### config.mk
export PLATFORM = sky130hd
export DESIGN_NAME = agp_aux_gpio
export DESIGN_NICKNAME = d
export VERILOG_FILES = /design/src/agp_pkg.sv /design/src/agp_aux_gpio.sv /design/src/agp_pin_sync.sv
export SDC_FILE = /design/constraint.sdc
export NUM_CORES = 1
export LEC_CHECK = 0
export BUFFER_PORTS_ARGS = -buffer_cell sky130_fd_sc_hd__buf_4
export CAP_MARGIN = 20
export CORE_ASPECT_RATIO = 1.1
export CORE_MARGIN = 2
export CORE_UTILIZATION = 23
export DETAILED_ROUTE_END_ITERATION = 12
export SLEW_MARGIN = 10
export SYNTH_ARGS = -nofsm -noshare
export SYNTH_HDL_FRONTEND = slang
export SYNTH_SLANG_ARGS = --single-unit
### constraint.sdc
create_clock -name clk -period 1.4 [get_ports clk]
set_input_delay 0.07 -clock clk [delete_from_list [all_inputs] [get_ports clk]]
set_output_delay 0.07 -clock clk [all_outputs]
set_load 0.01 [all_outputs]
### src/agp_pkg.sv
// Package with register map, field layout and reset values for the aux pins
// What this block does
// - Read-only 8-bit revision code register
// - Pins are general purpose only in serial mode
// - Global pin enable resets to zero
// - Control bit 7 enables all five pins
// - Control bits 4..0 set direction, 1 output
// - Direction bit n steers shared pin n
// - Output data bits drive output pins
// - Input data bits show sampled input pins
// - Control, output, input registers reset zero
// - Precharge register stores inverse of written data
// - Precharge bits 3..0 enable channel 0/1 buffers
// - Precharge register resets to all ones
package agp_pkg;

  localparam logic [7:0] AGP_REG_REVISION     = 8'h0A;
  localparam logic [7:0] AGP_REG_PIN_CTRL     = 8'h0E;
  localparam logic [7:0] AGP_REG_PIN_OUT      = 8'h0F;
  localparam logic [7:0] AGP_REG_PIN_IN       = 8'h10;
  localparam logic [7:0] AGP_REG_PREBUF_CH01  = 8'h11;

  localparam int         AGP_NUM_PINS         = 5;
  localparam int         AGP_GLOBAL_EN_BIT    = 7;

  localparam logic [7:0] AGP_PIN_CTRL_RESET   = 8'h00;
  localparam logic [7:0] AGP_PIN_OUT_RESET    = 8'h00;
  localparam logic [4:0] AGP_PIN_IN_RESET     = 5'h00;
  localparam logic [7:0] AGP_PREBUF_RESET     = 8'hFF;
  localparam logic [7:0] AGP_READ_ZERO        = 8'h00;
  localparam logic [2:0] AGP_SYNC_RESET       = 3'h0;
  localparam logic [7:0] AGP_CTRL_WR_MASK     = 8'h9F;
  localparam logic [7:0] AGP_OUT_WR_MASK      = 8'h1F;
  localparam logic [4:0] AGP_LEVEL_RESET      = 5'h00;
  localparam logic [4:0] AGP_OE_N_RESET       = 5'h1F;
  localparam logic [3:0] AGP_BUF_ON_RESET     = 4'hF;
  localparam logic       AGP_GLOBAL_EN_RESET  = 1'h0;

  typedef struct packed {
    logic       wr_en;
    logic       rd_en;
    logic [7:0] addr;
    logic [7:0] wdata;
  } agp_req_t;

  typedef struct packed {
    logic       rvalid;
    logic [7:0] rdata;
  } agp_rsp_t;

  typedef struct packed {
    logic [4:0] out_level;
    logic [4:0] oe_n;
  } agp_pin_drive_t;

endpackage

### src/agp_aux_gpio.sv
// Aux pin and input precharge buffer register block
`timescale 1ns/1ps
module agp_aux_gpio #(
  parameter logic [7:0] SILICON_REV_CODE = 8'h5A // Arbitrary value
) (
  input  wire logic                     clk,
  input  wire logic                     rst_n,
  input  wire agp_pkg::agp_req_t        req,
  output agp_pkg::agp_rsp_t             rsp,
  input  wire logic                     serial_ctrl_mode,
  input  wire logic [4:0]               shared_pin_in,
  output agp_pkg::agp_pin_drive_t       pin_drive,
  output logic [4:0]                    dedicated_pin_level,
  output logic                          aux_pins_global_enable,
  output logic                          ch1_neg_input_buffer_on,
  output logic                          ch1_pos_input_buffer_on,
  output logic                          ch0_neg_input_buffer_on,
  output logic                          ch0_pos_input_buffer_on
);

  logic [7:0] pin_enable_direction;
  logic [7:0] pin_output_levels;
  logic [4:0] pin_input_levels;
  logic [7:0] input_prebuffer_ch01;
  logic [4:0] pin_sampled;
  logic       gpio_active;
  logic [4:0] pin_is_output;
  logic [7:0] next_rdata;

  agp_pin_sync u_sync (
    .clk       (clk),
    .rst_n     (rst_n),
    .pin_async (shared_pin_in),
    .pin_level (pin_sampled)
  );

  // ------------------------------------------------------------------
  // Mode decode
  // ------------------------------------------------------------------
  // Pin-control mode keeps the dedicated function regardless of bit 7
  assign gpio_active = serial_ctrl_mode
                     & pin_enable_direction[agp_pkg::AGP_GLOBAL_EN_BIT];
  assign pin_is_output = {5{gpio_active}}
                       & pin_enable_direction[4:0];

  // Read-only and unmapped addresses never hit a writable register
  function automatic logic wr_hit(input agp_pkg::agp_req_t req_in,
                                  input logic [7:0]        addr_in);
    return req_in.wr_en && (req_in.addr == addr_in);
  endfunction

  // ------------------------------------------------------------------
  // Writable registers
  // ------------------------------------------------------------------
  always_ff @(posedge clk) begin
    if (!rst_n) begin
      pin_enable_direction <= agp_pkg::AGP_PIN_CTRL_RESET;
    end else if (wr_hit(req, agp_pkg::AGP_REG_PIN_CTRL)) begin
      pin_enable_direction <= req.wdata & agp_pkg::AGP_CTRL_WR_MASK;
    end
  end

  always_ff @(posedge clk) begin
    if (!rst_n) begin
      pin_output_levels <= agp_pkg::AGP_PIN_OUT_RESET;
    end else if (wr_hit(req, agp_pkg::AGP_REG_PIN_OUT)) begin
      pin_output_levels <= req.wdata & agp_pkg::AGP_OUT_WR_MASK;
    end
  end

  // Stored inverted so software writes the complement of the wanted enables
  always_ff @(posedge clk) begin
    if (!rst_n) begin
      input_prebuffer_ch01 <= agp_pkg::AGP_PREBUF_RESET;
    end else if (wr_hit(req, agp_pkg::AGP_REG_PREBUF_CH01)) begin
      input_prebuffer_ch01 <= ~req.wdata;
    end
  end

  // ------------------------------------------------------------------
  // Input level capture
  // ------------------------------------------------------------------
  // Only input-configured pins update; others hold their last sample
  always_ff @(posedge clk) begin
    if (!rst_n) begin
      pin_input_levels <= agp_pkg::AGP_PIN_IN_RESET;
    end else begin
      for (int i = 0; i < agp_pkg::AGP_NUM_PINS; i++) begin
        if (gpio_active && !pin_enable_direction[i]) begin
          pin_input_levels[i] <= pin_sampled[i];
        end
      end
    end
  end

  // ------------------------------------------------------------------
  // Read path
  // ------------------------------------------------------------------
  always_comb begin
    unique case (req.addr)
      agp_pkg::AGP_REG_REVISION:    next_rdata = SILICON_REV_CODE;
      agp_pkg::AGP_REG_PIN_CTRL:    next_rdata = pin_enable_direction;
      agp_pkg::AGP_REG_PIN_OUT:     next_rdata = pin_output_levels;
      agp_pkg::AGP_REG_PIN_IN:      next_rdata = {3'h0, pin_input_levels};
      agp_pkg::AGP_REG_PREBUF_CH01: next_rdata = input_prebuffer_ch01;
      default:                      next_rdata = agp_pkg::AGP_READ_ZERO;
    endcase
  end

  always_ff @(posedge clk) begin
    if (!rst_n) begin
      rsp <= '0;
    end else begin
      rsp.rvalid <= req.rd_en;
      rsp.rdata  <= req.rd_en ? next_rdata : agp_pkg::AGP_READ_ZERO;
    end
  end

  // ------------------------------------------------------------------
  // Pin drivers and block outputs
  // ------------------------------------------------------------------
  // Enable is active low; all drivers off while the global enable is clear
  always_ff @(posedge clk) begin
    if (!rst_n) begin
      pin_drive.out_level <= agp_pkg::AGP_LEVEL_RESET;
      pin_drive.oe_n      <= agp_pkg::AGP_OE_N_RESET;
    end else begin
      pin_drive.out_level <= pin_output_levels[4:0] & pin_is_output;
      pin_drive.oe_n      <= ~pin_is_output;
    end
  end

  always_ff @(posedge clk) begin
    if (!rst_n) begin
      dedicated_pin_level    <= agp_pkg::AGP_PIN_IN_RESET;
      aux_pins_global_enable <= agp_pkg::AGP_GLOBAL_EN_RESET;
    end else begin
      dedicated_pin_level    <= pin_sampled;
      aux_pins_global_enable <= gpio_active;
    end
  end

  always_ff @(posedge clk) begin
    if (!rst_n) begin
      {ch1_neg_input_buffer_on, ch1_pos_input_buffer_on,
       ch0_neg_input_buffer_on,
       ch0_pos_input_buffer_on} <= agp_pkg::AGP_BUF_ON_RESET;
    end else begin
      {ch1_neg_input_buffer_on, ch1_pos_input_buffer_on,
       ch0_neg_input_buffer_on,
       ch0_pos_input_buffer_on} <= input_prebuffer_ch01[3:0];
    end
  end

endmodule

### src/agp_pin_sync.sv
// Three-stage input synchroniser for the shared pins
`timescale 1ns/1ps
module agp_pin_sync (
  input  wire logic       clk,
  input  wire logic       rst_n,
  input  wire logic [4:0] pin_async,
  output logic [4:0]      pin_level
);

  logic [4:0] stage1;
  logic [4:0] stage2;
  logic [4:0] stage3;

  // ------------------------------------------------------------------
  // Synchroniser chain
  // ------------------------------------------------------------------
  always_ff @(posedge clk) begin
    if (!rst_n) begin
      stage1 <= agp_pkg::AGP_PIN_IN_RESET;
      stage2 <= agp_pkg::AGP_PIN_IN_RESET;
      stage3 <= agp_pkg::AGP_PIN_IN_RESET;
    end else begin
      stage1 <= pin_async;
      stage2 <= stage1;
      stage3 <= stage2;
    end
  end

  // A bit only moves once stages two and three agree, filtering one glitch
  always_ff @(posedge clk) begin
    if (!rst_n) begin
      pin_level <= agp_pkg::AGP_PIN_IN_RESET;
    end else begin
      for (int i = 0; i < agp_pkg::AGP_NUM_PINS; i++) begin
        if (stage2[i] == stage3[i]) begin
          pin_level[i] <= stage3[i];
        end
      end
    end
  end

endmodule

# == After elaboration in Yosys (flattened, before gate mapping) ==
# Index checks and enable logic that the tools add are counted.
# op_classes
n_eq_ne,10
reduce_logical,14
n_bitwise,5
n_mux,1
# ops
operator,n
8-bit case mux with 5 select lines,1
8-bit by 4-bit == test with 1-bit output (second input constant),3
8-bit by 5-bit == test with 1-bit output (second input constant),2
5-bit AND,2
1-bit logical AND,8
8-bit NOT,1
1-bit == test,5
1-bit zero test,5
5-bit NOT,1
2-bit AND reduction,1
1-bit AND,1
# word_totals
out_inout_bits,29
elab_cells,56
in_bits,26
regBits,73

# == Logic depth before layout (Yosys ltp) ==
# depth
depth_word,3
ltp_mapped,6
depth_no_buf,4

# == Hierarchy ==
# From an unflattened synthesis, not the netlist that was laid out.
# hier_totals
cells_unflattened,249
area_unflattened_um2,2551.2
# by_module_without_submodules
module,cells_per_inst,n_inst,seq_area_each_um2,area_per_inst_um2
agp_aux_gpio,197,1,1061.0,1944.4
agp_pin_sync,52,1,400.4,606.8

# == Least setup slack after synthesis ==
# OpenSTA, ideal clock, no wires.
# synth_path
kind,in2reg
start,input port req[13] in the netlist's numbering
end,register pin_enable_direction[0]
path_slack_ns,-0.040
t_arrival_ns,1.323
n_path_buf,1
required_time_ns,1.284
setup_ns,0.116
stages,5
cell_sequence,or3_1 buf_6 nor4_4 mux2i_1 nor2b_1
# synth_between
elab_chain_len,2
# synth_rtl
item,line,text
start: declaration,agp_aux_gpio.sv:8,"input wire agp_pkg::agp_req_t req,"
8-bit by 4-bit == test with 1-bit output,agp_aux_gpio.sv:49,return req_in.wr_en && (req_in.addr == addr_in);
1-bit logical AND,agp_aux_gpio.sv:49,
end signal: assignment,agp_aux_gpio.sv:57,pin_enable_direction <= agp_pkg::AGP_PIN_CTRL_RESET;
end signal: assignment,agp_aux_gpio.sv:59,pin_enable_direction <= req.wdata & agp_pkg::AGP_CTRL_WR_MASK;
end: declaration,agp_aux_gpio.sv:21,logic [7:0] pin_enable_direction;
# No other way between the ends.
# A chain may end at the register's enable or synchronous reset.

# == Final worst setup path ==
# layout_path
start,input port req[13] in the netlist's numbering
end,register rsp[7] in the netlist's numbering
# layout_between
elab_chain_len,2
elab_cells_between_ends,6
cone_classes,eq/ne (5); mux (1)
# layout_rtl
item,line,text
8-bit by 5-bit == test with 1-bit output or 8-bit by 4-bit == test with 1-bit output (tied branches),agp_aux_gpio.sv:100,unique case (req.addr)
8-bit case mux with 5 select lines (*),agp_aux_gpio.sv:100,
end: declaration,agp_aux_gpio.sv:9,"output agp_pkg::agp_rsp_t rsp,"
# Every way passes the cells marked *; elsewhere a longest branch is shown, timed or not.

==> impl_metrics.env <==
export IMPL_multi_input_area_um2=992
export IMPL_drtIter0Drc=97
export IMPL_diodes=0
export IMPL_layout_nets=344
export IMPL_fin_crit_ns=1.20
export IMPL_cts_tree="built"
export IMPL_ctsResizeCount=0
export IMPL_drive_gt1_frac=0.261
export IMPL_power_mw=4.78
export IMPL_slowest_delay_ns=0.51
export IMPL_ys_warnings_count=0
export IMPL_start_util=0.239
export IMPL_gp_congestion=0.828
export IMPL_grt_pass1_vias=1871
export IMPL_synth_fp_nets=269
export IMPL_required_ns=1.65
export IMPL_path_class="input pin to flop"
export IMPL_holdWs_ns=0.0434
export IMPL_clkSlewWorstSetupHoldPaths_ns=0.06
export IMPL_grt_ovfl_total=0
export IMPL_grt_pass1_wl_um=9620
export IMPL_slew_headroom=0.639
export IMPL_num_vias=1919
export IMPL_setup_reg_to_reg_worst_slack_ns=0.32
export IMPL_utilization=0.340
export IMPL_path_cells="buf_4, or3_1, nor3_1, o21ai_1, a21oi_1"
export IMPL_final_antenna_net_count=0
export IMPL_slew_viol_final=0
export IMPL_rsz0062_at_grt="false"
export IMPL_setup_viol=0
export IMPL_grt_max_degree=30
export IMPL_route_detailed_drc=0
export IMPL_skew_ns=0.00572
export IMPL_row_count=39
export IMPL_grt_total_usage=0.104
export IMPL_die_area_mm2=0.0117
export IMPL_startpoint_type="input pin"
export IMPL_clk_root_buffer_cell="clkbuf_16"
export IMPL_min_period_over_period=0.860
export IMPL_synth_area_per_cell_um2=10.3
export IMPL_worstMarginPinSlew_ns=0.537
export IMPL_hold_viol=0
export IMPL_ys_ff_latch=73
export IMPL_synth_cell_area_mm2=0.00251
export IMPL_core_mm2=0.0105
export IMPL_wirelength_um=5740
export IMPL_crit_path_end_kind="flop"
export IMPL_fmax_ghz=0.831
export IMPL_cpMaxStageDelayCell="or3_1"
export IMPL_peakVddDrop_mv=0.508
export IMPL_clock_sinks=73
export IMPL_area_delta_synth_final_pct=42.3
export IMPL_yosys_area_top_type="dfxtp_1"
export IMPL_power_density_mw_per_mm2=1340
export IMPL_synth_seq_area_share=0.583
export IMPL_crit_buf_inv=1
export IMPL_cts_htree_levels=3
export IMPL_n_fill_cell=1038
export IMPL_wl_per_cell_um=12.3
export IMPL_ff_latch_area_mm2=0.00146
export IMPL_die_w_um=104
export IMPL_synthTopCellsByArea="dfxtp_1 58%, and2_1 5.2%, mux2i_1 4.4%"
export IMPL_cts_buffer_depth=2
export IMPL_final_area_mm2=0.00357
export IMPL_numPortBuffers=54
export IMPL_critPathMaxFanout=7
export IMPL_first_pass_iters=4
export IMPL_clock_latency_ns=0.32
export IMPL_synth_top_cell_area_share=0.583
export IMPL_place_area_mm2=0.00310
export IMPL_yosys_cell_types_count=30
export IMPL_cp_top_family="simple AND/OR/NAND/NOR gates"
export IMPL_viasPerCell=4.13
export IMPL_arrival_ns=1.46
export IMPL_cap_violations=0
export IMPL_io_pins=55
export IMPL_numCtsBuffers=9
export IMPL_die_h_um=113
export IMPL_hold_path_class="input pin to flop"
export IMPL_antenna_found_initial=0
export IMPL_p_leak_nw=1.42
export IMPL_dpl_hpwl_um=3940
export IMPL_status="completed"
export IMPL_syn_inst=243
## through the flow
stage	cells	worst slack [ns]	TNS (ns)
floorplan	243	0.0327	0
global placement	436	-0.0472	-0.453
detailed placement	436	-0.128	-1.53
CTS	465	0.203	0
global route	465	0.0850	0
finish	465	0.197	0
## report_power, final
| group | switching [mW] | internal, mW |
|---|---|---|
| sequential | 0.00705 | 2.10 |
| clock | 0.831 | 1.65 |
| combinational | 0.0816 | 0.108 |
## layout by cell type (no fill, tap or decap), types with 2 or more instances in the layout
| cell | netlist | final |
|---|---|---|
| o211ai_1 | 8 | 8 |
| nor3_1 | 4 | 4 |
| a21boi_0 | 10 | 10 |
| nor2b_1 | 15 | 15 |
| and3_1 | 7 | 7 |
| buf_4 | 0 | 62 |
| nor2_1 | 12 | 12 |
| clkbuf_8 | 0 | 2 |
| nand3_1 | 4 | 4 |
| and2_1 | 21 | 21 |
| dfxtp_1 | 73 | 73 |
| a32oi_1 | 2 | 2 |
| nor3b_1 | 2 | 2 |
| mux2i_1 | 11 | 11 |
| o21ai_0 | 13 | 13 |
| a222oi_1 | 3 | 3 |
| bufinv_16 | 0 | 2 |
| nand2b_1 | 4 | 4 |
| mux2_2 | 4 | 4 |
| clkbuf_16 | 0 | 9 |
| dlygate4sd3_1 | 0 | 14 |
| nand2_1 | 27 | 27 |
## kinds of logic after synthesis
kind of cell | after synthesis | share of synthesized area
flip-flops | 73 | 0.583
AND/OR/NAND/NOR | 104 | 0.228
buffers and inverters | 12 | 0.0210
AO/OA/AOI/OAI | 39 | 0.106
multiplexers | 15 | 0.0619
## sequential cells by signal, indices dropped and copies added (netlist names), 5 cells and up
register / cells
input_prebuffer_ch01: 8
u_sync.pin_level: 5
u_sync.stage3: 5
u_sync.stage2: 5
pin_drive: 10
dedicated_pin_level: 5
pin_output_levels: 5
u_sync.stage1: 5
rsp: 9
pin_enable_direction: 6
pin_input_levels: 5
## what timing repair did
item	4_1_cts	5_1_grt
setup buffers	0	0
hold buffers	14	0
hold endpoints to repair	14	0
endpoints found under the setup margin	0	0
## worst paths after layout
check	start	end	cells after the start
max	req[13]	rsp[7]$_SDFF_PN0_	5
min	req[10]	rsp[6]$_SDFF_PN0_	2
min reg2reg	u_sync.stage1[0]$_SDFF_PN0_	u_sync.stage2[0]$_SDFF_PN0_	1
max reg2reg	pin_enable_direction[4]$_SDFFE_PN0P_	rsp[4]$_SDFF_PN0_	4
## synthesized netlist by cell type
cell      number
a32oi_1        2
nor4_4         1
and2_1        21
a222oi_1       3
and3_1         7
o211ai_1       8
nor4_1         1
nand3_1        4
a21boi_0      10
mux2_2         4
mux2i_1       11
nand3b_1       1
nand2_1       27
o21ai_0       13
nor3_2         1
or3b_2         1
nand4_1        1
nand4b_1       1
nor3_1         4
dfxtp_1       73
nor2b_1       15
buf_6          1
nand2b_1       4
or3_1          1
a21oi_1        1
nor2_1        12
a41oi_1        1
clkbuf_1      11
nor3b_1        2
o21ai_1        1
## routing by layer
metal / vias up / part of all wire / wire length (um) / GRT usage
met1: 870 / 0.48 / 2760 / 0.130
met4: 0 / 0.015 / 87 / 0.0450
met2: 52 / 0.45 / 2570 / 0.158
met3: 9 / 0.057 / 325 / 0.0417
li1: 988 / - / - / -
met5: - / 0 / 0 / 0
## layout make-up
cell class / count / area share
clock inverters: 4 / 0.0214
flip-flops and latches: 73 / 0.410
multi-input cells: 158 / 0.278
repair buffers: 76 / 0.170
clock buffers: 11 / 0.0709
well taps: 143 / 0.0502
Power figures use the tool's default switching activity.
